$ cat src/hw/ltssc_pkg.sv
package ltssc_pkg;

    // Register offsets.
    localparam logic [7:0] REG_SPREAD = 8'h02;
    localparam logic [7:0] REG_SAWTOOTH_DIVIDER = 8'h03;
    localparam logic [7:0] REG_CTRL = 8'h04;
    localparam logic [7:0] REG_DRIVE = 8'h05;

    // Field positions and widths.
    localparam int SAWTOOTH_DIVIDER_W = 6;
    localparam int DRIVE_W = 4;
    localparam int SS_SER_W = 3;
    localparam int SS_DES_W = 2;
    localparam int CTRL_SLEEP_BIT = 0;
    localparam int CTRL_MCLK_BIT = 7;

    // Reset and pin-selected default values, and drive code limits.
    localparam logic [3:0] EQ_DEF_HIGH = 4'h4;
    localparam logic [3:0] EQ_DEF_LOW = 4'h9;
    localparam logic [3:0] EQ_MAX = 4'hB;
    localparam logic [3:0] EMPH_NONE = 4'h0;
    localparam logic [3:0] EMPH_DEEMPH_MAX = 4'h4;
    localparam logic [2:0] SS_SER_DEF_ON = 3'h1;
    localparam logic [1:0] SS_DES_DEF_ON = 2'h1;
    localparam logic [SAWTOOTH_DIVIDER_W-1:0] SAWTOOTH_DIVIDER_RESET = 6'h00;

    // Timing.
    localparam int CLK_FREQ_MHZ = 200;
    localparam int CLK_FREQ_HZ = CLK_FREQ_MHZ * 1000000;
    localparam int SLEEP_WAIT_US = 8000;
    localparam int SLEEP_WAIT_CYC = SLEEP_WAIT_US * CLK_FREQ_MHZ;
    localparam int MOD_FREQ_TARGET_HZ = 30000;
    localparam int AUTO_PERIOD_CYC = CLK_FREQ_HZ / MOD_FREQ_TARGET_HZ;

    // Modulation coefficients.
    localparam logic [7:0] MOD_SER24_LOW = 8'h50;
    localparam logic [7:0] MOD_SER24_MID = 8'h70;
    localparam logic [7:0] MOD_SER24_HIGH = 8'h98;
    localparam logic [7:0] MOD_SER32_LOW = 8'h68;
    localparam logic [7:0] MOD_SER32_MID = 8'h98;
    localparam logic [7:0] MOD_SER32_HIGH = 8'hCC;
    localparam logic [7:0] MOD_DES = 8'hD0;

    typedef enum logic [2:0] {
        RATE_NONE, RATE_0P5, RATE_1, RATE_1P5, RATE_2, RATE_3, RATE_4
    } ltssc_rate_t;

    typedef enum {
        S_AWAKE, S_SLEEP_WAIT, S_ASLEEP, S_WAKING
    } ltssc_sleep_t;

    // Straps captured when leaving reset or power-down.
    typedef struct packed {
        logic eqDefault;
        logic spreadDefault;
        logic rateRange;
        logic autostart;
    } ltssc_strap_t;

endpackage

$ cat src/hw/ltssc_pin_sync.sv
`timescale 1ns/1ps
module ltssc_pin_sync import ltssc_pkg::*; #(
    parameter int W = 1
) (
    // Clock and reset.
    input wire logic clk_sys,
    input wire logic rst,
    // Pins.
    input wire logic [W-1:0] pinAsync,
    output logic [W-1:0] pinSync
);

    logic [W-1:0] stage1_reg;
    logic [W-1:0] stage2_reg;

    always_ff @(posedge clk_sys) begin
        if (rst) begin
            stage1_reg <= '0;
            stage2_reg <= '0;
        end else begin
            stage1_reg <= pinAsync;
            stage2_reg <= stage1_reg;
        end
    end

    assign pinSync = stage2_reg;

endmodule

$ cat src/hw/ltssc_sawtooth.sv
`timescale 1ns/1ps
module ltssc_sawtooth import ltssc_pkg::*; #(
    parameter int PERIOD_W = 16
) (
    // Clock and reset.
    input wire logic clk_sys,
    input wire logic rst,
    // Control.
    input wire logic enable,
    input wire logic [PERIOD_W-1:0] periodCycles,
    // Modulation.
    output logic modTick,
    output logic [PERIOD_W-1:0] modPhase
);

    logic [PERIOD_W-1:0] count_reg;
    logic [PERIOD_W-1:0] count_next;
    logic tick_reg;
    logic tick_next;

    // One sawtooth ramp per period; a new period value takes effect at once, as the count is compared with it every cycle.
    always_comb begin
        count_next = count_reg;
        tick_next = 1'b0;
        if (!enable) begin
            count_next = '0;
        end else if (count_reg >= periodCycles - PERIOD_W'(1)) begin
            count_next = '0;
            tick_next = 1'b1;
        end else begin
            count_next = count_reg + PERIOD_W'(1);
        end
    end

    always_ff @(posedge clk_sys) begin
        if (rst) begin
            count_reg <= '0;
            tick_reg <= 1'b0;
        end else begin
            count_reg <= count_next;
            tick_reg <= tick_next;
        end
    end

    assign modTick = tick_reg;
    assign modPhase = count_reg;

endmodule

$ cat src/hw/ltssc_ctrl.sv
`timescale 1ns/1ps
module ltssc_ctrl import ltssc_pkg::*; #(
    parameter bit IS_SERIALIZER = 1'b1,
    parameter bit IS_UC_SIDE = 1'b1,
    parameter bit BUS_32 = 1'b0,
    parameter int SLEEP_WAIT_CYCLES = SLEEP_WAIT_CYC,
    parameter int PERIOD_W = 16
) (
    // Clock and reset.
    input wire logic clk_sys,
    input wire logic rst,
    // Register port.
    input wire logic regWrEn,
    input wire logic regRdEn,
    input wire logic [7:0] regAddr,
    input wire logic [7:0] regWrData,
    output logic [7:0] regRdData,
    output logic regRdValid,
    // Pins.
    input wire logic powerdown_pin_n,
    input wire logic eq_default_select_pin,
    input wire logic spread_default_pin,
    input wire logic rate_range_pin,
    input wire logic autostart_pin,
    // Link status.
    input wire logic linkActive,
    input wire logic linkLocked,
    input wire logic wakeDetect,
    // Settings and status.
    output logic [3:0] driveCode,
    output ltssc_rate_t spreadRate,
    output logic linkRestart,
    output logic linkAvailable,
    output logic audioFollowsSpread,
    output logic sleeping,
    output logic protectReset,
    output logic powerDown,
    output logic autostartLatched,
    output logic modTick
);

    localparam int TW = $clog2(SLEEP_WAIT_CYCLES + 1);

    logic [7:0] pinsSync;
    logic pdnSync;
    logic intRst;
    ltssc_strap_t strapNow;

    ltssc_pin_sync #(.W(8)) u_sync (
        .clk_sys(clk_sys),
        .rst(rst),
        .pinAsync({powerdown_pin_n, eq_default_select_pin, spread_default_pin,
                   rate_range_pin, autostart_pin, linkActive, linkLocked, wakeDetect}),
        .pinSync(pinsSync)
    );

    assign pdnSync = pinsSync[7];
    assign strapNow = ltssc_strap_t'(pinsSync[6:3]);
    // Power-down acts as a reset of everything behind the synchronisers except the powerDown output register.
    assign intRst = rst | ~pdnSync;

    function automatic logic driveLegal(input logic [3:0] code);
        if (IS_SERIALIZER) begin
            driveLegal = (code <= EMPH_DEEMPH_MAX) || code[3];
        end else begin
            driveLegal = (code <= EQ_MAX);
        end
    endfunction

    function automatic ltssc_rate_t decodeSpread(input logic [2:0] code);
        if (IS_SERIALIZER) begin
            unique case (code)
                3'h1: decodeSpread = RATE_0P5;
                3'h2: decodeSpread = RATE_1P5;
                3'h3: decodeSpread = RATE_2;
                3'h5: decodeSpread = RATE_1;
                3'h6: decodeSpread = RATE_3;
                3'h7: decodeSpread = RATE_4;
                default: decodeSpread = RATE_NONE;
            endcase
        end else begin
            unique case (code[1:0])
                2'h1: decodeSpread = RATE_2;
                2'h3: decodeSpread = RATE_4;
                default: decodeSpread = RATE_NONE;
            endcase
        end
    endfunction

    function automatic logic [7:0] modCoef(input ltssc_rate_t rate);
        if (!IS_SERIALIZER) begin
            modCoef = MOD_DES;
        end else if (rate == RATE_0P5 || rate == RATE_1) begin
            modCoef = BUS_32 ? MOD_SER32_LOW : MOD_SER24_LOW;
        end else if (rate == RATE_1P5 || rate == RATE_3) begin
            modCoef = BUS_32 ? MOD_SER32_MID : MOD_SER24_MID;
        end else begin
            modCoef = BUS_32 ? MOD_SER32_HIGH : MOD_SER24_HIGH;
        end
    endfunction

    // Configuration registers and strap capture.
    logic strapPending_reg, strapPending_next;
    logic strapLoad;
    ltssc_strap_t strap_reg, strap_next;
    logic [3:0] drive_reg, drive_next;
    logic [2:0] spreadCode_reg, spreadCode_next;
    logic [SAWTOOTH_DIVIDER_W-1:0] sawtooth_divider_reg, sawtooth_divider_next;
    logic audio_clock_source_sel_reg, audio_clock_source_sel_next;
    logic sleepBit_reg, sleepBit_next;
    logic wrSpread, wrCtrl;
    logic spreadOnOld, spreadOnNew;
    logic lockClear;

    assign strapLoad = strapPending_reg;
    assign wrSpread = regWrEn && regAddr == REG_SPREAD;
    assign wrCtrl = regWrEn && regAddr == REG_CTRL;

    always_comb begin
        strapPending_next = 1'b0;
        strap_next = strap_reg;
        drive_next = drive_reg;
        spreadCode_next = spreadCode_reg;
        sawtooth_divider_next = sawtooth_divider_reg;
        audio_clock_source_sel_next = audio_clock_source_sel_reg;
        sleepBit_next = sleepBit_reg;
        if (strapLoad) begin
            strap_next = strapNow;
            if (!IS_SERIALIZER) begin
                drive_next = strapNow.eqDefault ? EQ_DEF_HIGH : EQ_DEF_LOW;
            end
            if (strapNow.spreadDefault) begin
                spreadCode_next = IS_SERIALIZER ? SS_SER_DEF_ON : {1'b0, SS_DES_DEF_ON};
            end
        end
        if (regWrEn && regAddr == REG_DRIVE && driveLegal(regWrData[3:0])) begin
            drive_next = regWrData[DRIVE_W-1:0];
        end
        if (wrSpread) begin
            spreadCode_next = IS_SERIALIZER ? regWrData[2:0] : {1'b0, regWrData[1:0]};
        end
        if (regWrEn && regAddr == REG_SAWTOOTH_DIVIDER) begin
            sawtooth_divider_next = regWrData[SAWTOOTH_DIVIDER_W-1:0];
        end
        if (wrCtrl) begin
            audio_clock_source_sel_next = regWrData[CTRL_MCLK_BIT];
        end
        if (lockClear) begin
            sleepBit_next = 1'b0;
        end
        if (wrCtrl && !IS_UC_SIDE) begin
            if (regWrData[CTRL_SLEEP_BIT] || !lockClear) begin
                sleepBit_next = regWrData[CTRL_SLEEP_BIT];
            end
        end
    end

    always_ff @(posedge clk_sys) begin
        if (intRst) begin
            strapPending_reg <= 1'b1;
            strap_reg <= '0;
            drive_reg <= EMPH_NONE;
            spreadCode_reg <= 3'h0;
            sawtooth_divider_reg <= SAWTOOTH_DIVIDER_RESET;
            audio_clock_source_sel_reg <= 1'b0;
            sleepBit_reg <= 1'b0;
        end else begin
            strapPending_reg <= strapPending_next;
            strap_reg <= strap_next;
            drive_reg <= drive_next;
            spreadCode_reg <= spreadCode_next;
            sawtooth_divider_reg <= sawtooth_divider_next;
            audio_clock_source_sel_reg <= audio_clock_source_sel_next;
            sleepBit_reg <= sleepBit_next;
        end
    end

    // Sleep sequencing.
    ltssc_sleep_t sleep_reg, sleep_next;
    logic [TW-1:0] timer_reg, timer_next;
    logic timerDone;

    assign timerDone = timer_reg >= TW'(SLEEP_WAIT_CYCLES - 1);
    assign lockClear = sleep_reg == S_WAKING && pinsSync[1];

    always_comb begin
        sleep_next = sleep_reg;
        timer_next = '0;
        unique case (sleep_reg)
            S_AWAKE: begin
                if (sleepBit_reg) begin
                    sleep_next = IS_SERIALIZER ? S_ASLEEP : S_SLEEP_WAIT;
                end
            end
            S_SLEEP_WAIT: begin
                timer_next = timer_reg + TW'(1);
                if (!sleepBit_reg) begin
                    sleep_next = S_AWAKE;
                end else if (!pinsSync[2] || timerDone) begin
                    sleep_next = S_ASLEEP;
                end
            end
            S_ASLEEP: begin
                if (!sleepBit_reg) begin
                    sleep_next = S_AWAKE;
                end else if (!IS_SERIALIZER && pinsSync[0]) begin
                    sleep_next = S_WAKING;
                end
            end
            S_WAKING: begin
                timer_next = timer_reg + TW'(1);
                if (pinsSync[1]) begin
                    sleep_next = S_AWAKE;
                end else if (timerDone) begin
                    sleep_next = S_ASLEEP;
                end
            end
        endcase
    end

    always_ff @(posedge clk_sys) begin
        if (intRst) begin
            sleep_reg <= S_AWAKE;
            timer_reg <= '0;
        end else begin
            sleep_reg <= sleep_next;
            timer_reg <= timer_next;
        end
    end

    // Link restart on serializer spread on/off change.
    logic restart_reg, restart_next;
    logic waitLock_reg, waitLock_next;
    logic sawUnlock_reg, sawUnlock_next;

    assign spreadOnOld = decodeSpread(spreadCode_reg) != RATE_NONE;
    assign spreadOnNew = decodeSpread(spreadCode_next) != RATE_NONE;

    always_comb begin
        restart_next = IS_SERIALIZER && wrSpread && (spreadOnOld != spreadOnNew);
        waitLock_next = waitLock_reg;
        sawUnlock_next = sawUnlock_reg;
        if (restart_next) begin
            waitLock_next = 1'b1;
            sawUnlock_next = 1'b0;
        end else if (waitLock_reg) begin
            if (!pinsSync[1]) begin
                sawUnlock_next = 1'b1;
            end else if (sawUnlock_reg) begin
                waitLock_next = 1'b0;
            end
        end
    end

    always_ff @(posedge clk_sys) begin
        if (intRst) begin
            restart_reg <= 1'b0;
            waitLock_reg <= 1'b0;
            sawUnlock_reg <= 1'b0;
        end else begin
            restart_reg <= restart_next;
            waitLock_reg <= waitLock_next;
            sawUnlock_reg <= sawUnlock_next;
        end
    end

    // Modulation period: coefficient times divider, halved by the rate pin.
    logic [PERIOD_W-1:0] period;
    logic [PERIOD_W-1:0] manualPeriod;
    logic spreadOn;
    logic tick;

    assign spreadOn = decodeSpread(spreadCode_reg) != RATE_NONE;
    assign manualPeriod = PERIOD_W'(({8'h00, modCoef(decodeSpread(spreadCode_reg))}
                                     * {10'h000, sawtooth_divider_reg}) >> strap_reg.rateRange);
    // A zero divider selects auto mode, which pins the rate near 30 kHz.
    assign period = (sawtooth_divider_reg == '0) ? PERIOD_W'(AUTO_PERIOD_CYC) : manualPeriod;

    ltssc_sawtooth #(.PERIOD_W(PERIOD_W)) u_saw (
        .clk_sys(clk_sys),
        .rst(intRst),
        .enable(spreadOn && sleep_reg == S_AWAKE),
        .periodCycles(period),
        .modTick(tick),
        .modPhase()
    );

    // Registered outputs and read-back.
    logic [7:0] rdData_next;
    logic prevAsleep_reg;
    logic protect_reg, protect_next;

    always_comb begin
        unique case (regAddr)
            REG_SPREAD: rdData_next = {5'h00, spreadCode_reg};
            REG_SAWTOOTH_DIVIDER: rdData_next = {2'h0, sawtooth_divider_reg};
            REG_CTRL: rdData_next = {audio_clock_source_sel_reg, 6'h00, sleepBit_reg};
            REG_DRIVE: rdData_next = {4'h0, drive_reg};
            default: rdData_next = 8'h00;
        endcase
        protect_next = sleep_next == S_ASLEEP && sleep_reg != S_ASLEEP;
    end

    always_ff @(posedge clk_sys) begin
        if (intRst) begin
            regRdData <= 8'h00;
            regRdValid <= 1'b0;
            driveCode <= EMPH_NONE;
            spreadRate <= RATE_NONE;
            linkRestart <= 1'b0;
            linkAvailable <= 1'b0;
            audioFollowsSpread <= 1'b0;
            sleeping <= 1'b0;
            protect_reg <= 1'b0;
            prevAsleep_reg <= 1'b0;
            autostartLatched <= 1'b0;
            modTick <= 1'b0;
        end else begin
            regRdData <= regRdEn ? rdData_next : 8'h00;
            regRdValid <= regRdEn;
            driveCode <= drive_reg;
            spreadRate <= decodeSpread(spreadCode_reg);
            linkRestart <= restart_reg;
            linkAvailable <= !waitLock_reg && !restart_reg;
            audioFollowsSpread <= IS_SERIALIZER ? spreadOn : !audio_clock_source_sel_reg;
            sleeping <= sleep_reg == S_ASLEEP || sleep_reg == S_WAKING;
            protect_reg <= protect_next;
            prevAsleep_reg <= sleep_reg == S_ASLEEP;
            autostartLatched <= strap_reg.autostart;
            modTick <= tick;
        end
    end

    assign protectReset = protect_reg;

    always_ff @(posedge clk_sys) begin
        if (rst) begin
            powerDown <= 1'b1;
        end else begin
            powerDown <= !pdnSync;
        end
    end
endmodule

$ cat config.mk
export PLATFORM = sky130hd
export DESIGN_NAME = ltssc_ctrl
export DESIGN_NICKNAME = d
export VERILOG_FILES = /design/src/hw/ltssc_pkg.sv /design/src/hw/ltssc_pin_sync.sv /design/src/hw/ltssc_sawtooth.sv /design/src/hw/ltssc_ctrl.sv
export SDC_FILE = /design/constraint.sdc
export NUM_CORES = 1
export LEC_CHECK = 0
export BUFFER_PORTS_ARGS = -buffer_cell sky130_fd_sc_hd__buf_2
export CORE_MARGIN = 2
export CORE_UTILIZATION = 30
export DETAILED_ROUTE_END_ITERATION = 16
export GPL_TIMING_DRIVEN = 0
export SYNTH_ARGS = -nofsm -noshare
export SYNTH_HDL_FRONTEND = slang
export SYNTH_SLANG_ARGS = --single-unit
$ cat constraint.sdc
create_clock -name clk_sys -period 6.1 [get_ports clk_sys]
set_input_delay 1.22 -clock clk_sys [delete_from_list [all_inputs] [get_ports clk_sys]]
set_output_delay 1.22 -clock clk_sys [all_outputs]
set_load 0.02 [all_outputs]
# Word level (Yosys, flattened, before mapping)
# Index checks and enable logic that the tools add are counted.
totals:
  reg_bits: 130
  inputBits: 28
  out_inout_bits: 24
op_classes:
  add_sub_neg: 3
  mul: 1
  order_cmp: 3
  eq_ne: 28
  n_shift: 1
  n_mux: 18
  bitwise: 6
  reduce_logical: 29
op_table:
  columns: ["cell", "count"]
  rows:
  - ["32-bit by 3-bit == test with 1-bit output (second input constant)", 3]
  - ["32-bit one-hot mux with 3 select lines", 1]
  - ["32-bit by 2-bit == test with 1-bit output (second input constant)", 2]
  - ["32-bit zero test", 2]
  - ["32-bit 2-to-1 mux", 2]
  - ["3-bit one-hot mux with 6 select lines", 2]
  - ["32-bit by 1-bit == test with 1-bit output (second input constant)", 1]
  - ["32-bit by 3-bit != test with 1-bit output (second input constant)", 1]
  - ["8-bit one-hot mux with 4 select lines", 1]
  - ["21-bit by 1-bit adder with 21-bit output (second input constant)", 1]
  - ["3-bit == test (second input constant)", 7]
  - ["21-bit >= comparator (second input constant)", 1]
  - ["3-bit by 2-bit == test with 1-bit output (second input constant)", 6]
  - ["16-bit by 1-bit adder with 16-bit output (second input constant)", 1]
  - ["8-bit by 2-bit == test with 1-bit output (second input constant)", 2]
  - ["8-bit by 3-bit == test with 1-bit output (second input constant)", 2]
  - ["16-bit >= comparator", 1]
  - ["16-bit 2-to-1 mux", 1]
  - ["8-bit 2-to-1 mux", 2]
  - ["14-bit by 1-bit right shift with 16-bit output", 1]
  - ["16-bit by 1-bit subtractor with 16-bit output (second input constant)", 1]
  - ["8-bit by 6-bit multiplier with 14-bit output", 1]
  - ["2-bit OR reduction", 6]
  - ["3-bit by 1-bit == test with 1-bit output (second input constant)", 3]
  - ["other kinds (13)", 38]

# Logic depth before layout (Yosys ltp)
depth:
  ltp_word: 12
  depth_mapped: 25
  mapped_depth_nobuf: 23

# By module
# A second synthesis with hierarchy kept.
unflattened:
  hier_cells: 690
  hier_area_um2: 6341.1
modules_own_cells:
  columns: ["module", "instances", "cells_each", "area_per_inst_um2", "seq_area_each_um2"]
  rows:
  - ["ltssc_ctrl", 1, 502, 4589.4, 1921.8]
  - ["ltssc_sawtooth", 1, 155, 1287.5, 340.3]
  - ["ltssc_pin_sync", 1, 33, 464.2, 320.3]

# Worst setup path after synthesis
# No wires, ideal clock.
synth_timing:
  kind: "flip-flop to flip-flop"
  startpoint: "register spreadCode_reg[1]"
  endpoint: "register u_saw.count_reg[10], in the netlist u_saw.modPhase[10]"
  setup_time_ns: 0.064
  arrival_time_ns: 5.719
  required_time_ns: 6.036
  path_slack_ns: 0.317
  stages_incl_launch_ff: 24
  period_less_slack_ns: 5.783
  cell_sequence: "dfxtp_1 buf_6 xnor2_4 and2_1 clkbuf_1 fa_1 ha_1 fa_1 inv_1 fa_1 nand2b_1 a2111oi_4 o211ai_4 nor4_4 and2_2 o21ai_1 ha_1 a21oi_1 nor2b_1 o21ai_0 o211ai_1 a211o_1 buf_2 nor2_1"
synth_between:
  elab_chain_len: 12
  word_cells_on_any_way: 24
  classes_between: "1 x add/sub; 1 x mul; 1 x order compare; 10 x eq/ne; 1 x shift; 4 x mux; 1 x bitwise; 5 x reduce/logical"
synth_rtl:
  columns: ["item", "line", "source"]
  rows:
  - ["from (decl)", "ltssc_ctrl.sv:107", "logic [2:0] spreadCode_reg, spreadCode_next;"]
  - ["from (signal assigned)", "ltssc_ctrl.sv:171", "spreadCode_reg <= spreadCode_next;"]
  - ["3-bit == test (tied with other cells)", "ltssc_ctrl.sv:72", "unique case (code)"]
  - ["3-bit one-hot mux with 6 select lines (*)", "ltssc_ctrl.sv:72", null]
  - ["3-bit by 2-bit == test with 1-bit output / 3-bit == test (equally long branches)", "ltssc_ctrl.sv:95", "end else if (rate == RATE_1P5 || rate == RATE_3) begin"]
  - ["1-bit logical OR", "ltssc_ctrl.sv:95", null]
  - ["8-bit 2-to-1 mux", "ltssc_ctrl.sv:95", null]
  - ["8-bit 2-to-1 mux", "ltssc_ctrl.sv:93", "end else if (rate == RATE_0P5 || rate == RATE_1) begin"]
  - ["8-bit by 6-bit multiplier with 14-bit output", "ltssc_ctrl.sv:275", "* {10'h000, sawtooth_divider_reg}) >> strap_reg.rateRange);"]
  - ["14-bit by 1-bit right shift with 16-bit output", "ltssc_ctrl.sv:274", "assign manualPeriod = PERIOD_W'(({8'h00, modCoef(decodeSpread(spreadCode_reg))}"]
  - ["16-bit 2-to-1 mux", "ltssc_ctrl.sv:277", "assign period = (sawtooth_divider_reg == '0) ? PERIOD_W'(AUTO_PERIOD_CYC) : manualPeriod;"]
  - ["16-bit by 1-bit subtractor with 16-bit output", "ltssc_sawtooth.sv:27", "end else if (count_reg >= periodCycles - PERIOD_W'(1)) begin"]
  - ["16-bit >= comparator", "ltssc_sawtooth.sv:27", null]
  - ["3-bit OR reduction (no line) (*)", null, null]
  - ["to (signal assigned)", "ltssc_sawtooth.sv:40", "count_reg <= count_next;"]
  - ["to (decl)", "ltssc_sawtooth.sv:16", "logic [PERIOD_W-1:0] count_reg;"]
# Mark *: on every way between the ends. The rest lies on a longest branch, timed or not.
# A chain may end at the register's enable or synchronous reset.

# Worst setup path in the final report
layout_timing:
  startpoint: "register spreadCode_reg[1]"
  endpoint: "register u_saw.count_reg[12], in the netlist u_saw.modPhase[12]"
# The elaborated chain is that of the path after synthesis.

==> flow_metrics.tcl <==
set metrics [dict create \
    setup.worst_path.class "flip-flop to flip-flop" \
    area_delta_synth_final_pct 23.15 \
    placed_area_mm2 0.006560 \
    number_of_nets_in_the_layout 813 \
    slew_viol_final 0 \
    final_hold_viol_count 0 \
    ant_nets 0 \
    cts_htree_levels 4 \
    slew_headroom_pct 42.17 \
    route.detailed.wl_per_inst_um 11.96 \
    status "complete, no violations" \
    netlist.top_cell.by_area "sky130_fd_sc_hd__dfxtp_1" \
    number_of_distinct_library_cell_variants_in_the_gate_level_netlist_after_synthesis 57 \
    grt_pass1_wl_um 20680 \
    ctsRootBufferMaster "sky130_fd_sc_hd__clkbuf_16" \
    drt_first_pass_iters 4 \
    insertion_delay_of_the_later_clocked_pin_in_the_worst_skew_pair_ps 420 \
    synth_warnings 0 \
    peakVddDrop_v 0.0002076 \
    chipHeight_um 145.4 \
    post_dp_hpwl_um 8801 \
    ys_top_cells_by_area "sky130_fd_sc_hd__dfxtp_1 41%, sky130_fd_sc_hd__ha_1 7.5%, sky130_fd_sc_hd__nor2_1 5.8%" \
    grt.total_usage_pct 11.63 \
    critPathLaunchType "flip-flop" \
    max_freq_ghz 0.1708 \
    mappedNetlistArea_mm2 0.005998 \
    syn-instance-count 656 \
    cp-end-kind "flip-flop" \
    grt_start_max_net_pins 17 \
    synthFlopType "sky130_fd_sc_hd__dfxtp_1" \
    clk_pin_slew_ps 60 \
    row_count 51 \
    ff2ff_path_depth 26 \
    totalWireLength_um 12130 \
    avg_inst_size_synth_um2 9.144 \
    worst_path_largest_cell_delay_ps 540 \
    core_area_mm2 0.01953 \
    post_route_cells_drive_above_1_share_pct 16.69 \
    globalRouteOverflowTotal 0 \
    power_density_mw_per_mm2 243.8 \
    flip_flop_and_latch_count_after_synthesis 123 \
    globalplace.congestion 0.7554 \
    critical_path.slowest_cell "sky130_fd_sc_hd__fa_1" \
    place.port_buffers 46 \
    layout_common_cells "123 x sky130_fd_sc_hd__dfxtp_1, 92 x sky130_fd_sc_hd__nor2_1, 47 x sky130_fd_sc_hd__buf_2" \
    setup_tns_ps 0 \
    critical_path.n_buffers_inverters 7 \
    cts.path.max_buffers 2 \
    setup_skew_ps 17.40 \
    post_synthesis_net_count 733 \
    ff2ff_setup_slack_ps 250 \
    filler_cell_count 2004 \
    layout_worst_path_cycle_share_pct 95.97 \
    grt_antenna_before_repair 0 \
    hold_start "u_sync.stage1_reg[7]" \
    cts_num_sinks 123 \
    r2r_start "spreadCode_reg[1]" \
    ioPinCount 52 \
    die_width_um 145.4 \
    worst_path_dominant_cell_family "adder cells" \
    tightestPinTransition_ps 845.6 \
    num_vias 4559 \
    required_ps 6440 \
    first_global_vias 4387 \
    hold_class "flip-flop to flip-flop" \
    routed_via_density 4.496 \
    start_util_pct 30.72 \
    die_area_mm2 0.02114 \
    cellLeakagePower_uw 0.003000 \
    detail_route.iter0.violations 203 \
    final_core_util_pct 37.83 \
    cts-buffers-inserted 17 \
    worstPathMaxFanout 8 \
    period_needed_ps 5854 \
    tritoncts "built" \
    hold_path_depth 1 \
    endpoint_of_the_worst_hold_path "u_sync.pinSync[7]" \
    largest_reg_flops 32 \
    arrival_ps 6200 \
    synth-edff-count 0 \
    critical_path.reg2reg.endpoint "u_saw.modPhase[12]" \
    proportion_of_register_bits_with_asynchronous_set_or_reset_after_synthesis_pct 0 \
    number_of_remaining_drc_errors 0 \
    fin_area_mm2 0.007387 \
    setup_viol 0 \
    layout_commonest_cell "sky130_fd_sc_hd__dfxtp_1" \
    synth_top_area_share_pct 41.05 \
    max-cap-violations 0 \
    synth-seq-area-share_pct 41.05 \
    antenna-diode-count 0 \
]
[synth_stat cells, drive strengths merged, types with 2 or more instances]
library cell,instances
a2111oi,3
a21o,7
a21oi,20
a22o,3
a22oi,5
a311oi,2
and2,47
and3,13
and4,2
buf,6
clkbuf,15
dfxtp,123
fa,13
ha,36
inv,36
mux2i,13
nand2,42
nand2b,3
nand3,27
nand4,11
nor2,93
nor2b,20
nor3,10
nor3b,6
nor4,11
o211ai,6
o21a,2
o21ai,12
o22ai,2
o311ai,3
o31a,2
o31ai,2
or2,2
or3,3
or4,2
xnor2,18
xor2,27
[layout make-up]
| cell class | instances | area [um^2] | area share (%) |
|---|---|---|---|
| plain buffers | 20 | 106.4 | 1.440 |
| flip-flops and latches | 123 | 2462 | 33.33 |
| repair buffers | 62 | 362.8 | 4.912 |
| well taps | 265 | 331.6 | 4.488 |
| clock buffers | 19 | 442.9 | 5.996 |
| multi-input cells | 476 | 3413 | 46.21 |
| inverters | 36 | 135.1 | 1.829 |
| clock inverters | 13 | 132.6 | 1.795 |
[logic make-up (layout without fill, tap and decap cells)]
group / after synthesis / after routing / share of synthesized area [%]
compound gates: 74 / 74 / 8.928
xor+xnor: 45 / 45 / 6.884
mux: 13 / 13 / 2.169
flops: 123 / 123 / 41.05
simple gates: 294 / 294 / 25.14
fa+ha+maj: 49 / 49 / 11.85
buf+inv: 57 / 150 / 3.921
other cells: 1 / 1 / 0.06252
[worst register-to-register path: stages, from the launching register on]
cell	delay (ps)
sky130_fd_sc_hd__dfxtp_1	320
sky130_fd_sc_hd__buf_6	150
sky130_fd_sc_hd__nor2b_1	140
sky130_fd_sc_hd__buf_4	160
sky130_fd_sc_hd__nand2_1	80
sky130_fd_sc_hd__fa_1	510
sky130_fd_sc_hd__inv_1	50
sky130_fd_sc_hd__fa_1	540
sky130_fd_sc_hd__inv_1	60
sky130_fd_sc_hd__fa_1	530
sky130_fd_sc_hd__inv_1	60
sky130_fd_sc_hd__ha_4	260
sky130_fd_sc_hd__and3_1	200
sky130_fd_sc_hd__a221oi_2	330
sky130_fd_sc_hd__xnor2_2	150
sky130_fd_sc_hd__nor4_4	350
sky130_fd_sc_hd__buf_4	180
sky130_fd_sc_hd__nor3_2	40
sky130_fd_sc_hd__nor4b_2	270
sky130_fd_sc_hd__ha_1	280
sky130_fd_sc_hd__nand4_1	110
sky130_fd_sc_hd__nor2_1	70
sky130_fd_sc_hd__a21oi_1	130
sky130_fd_sc_hd__o211ai_1	140
sky130_fd_sc_hd__a211o_2	410
sky130_fd_sc_hd__buf_4	180
sky130_fd_sc_hd__nor2_1	90
[timing repair]
item,in CTS,in global routing
setup buffers,4,11
gates cloned,0,1
gates resized for setup,4,26
pin swaps,2,7
setup endpoints to repair,16,16
hold buffers,0,0
[routing by layer]
metal	GRT usage [%]	part of all wire, %	vias up
met4	4.363	1.3	0
met2	18.25	45	66
met1	15.89	51	2092
li1	-	-	2386
met3	2.288	2.8	15
met5	0	0	-
[worst max-delay path by stage]
stage,startpoint,to,slack [ps],cells after the start
4_1_cts,spreadCode_reg[0],u_saw.modPhase[12],20,24
3_5_place_dp,spreadCode_reg[1],u_saw.modPhase[12],-380,23
6_report,spreadCode_reg[1],u_saw.modPhase[12],250,26
5_1_grt,spreadCode_reg[1],u_saw.modPhase[0],-80,24
2_1_floorplan,spreadCode_reg[1],u_saw.modPhase[10],320,23
3_3_place_gp,spreadCode_reg[1],u_saw.modPhase[15],-280,23
[stage by stage]
| stage | power [uW] | cells | setup slack [ps] | hold slack, ps |
|---|---|---|---|---|
| after CTS | 1823 | 1002 | 21.02 | 440.6 |
| after global placement | 852.3 | 967 | -283.5 | 415.1 |
| final | 1801 | 1014 | 245.9 | 434.5 |
| after global routing | 1858 | 1014 | -84.95 | 459.2 |
| after floorplan | 838.6 | 656 | 317.1 | 392.3 |
| after detailed placement | 852.4 | 967 | -380.6 | 426.0 |
[where the power goes]
part	switching, uW	internal [uW]
registers	1.27	807
clock network	384	581
logic	15.1	11.4
Power figures use the tool's default switching activity.
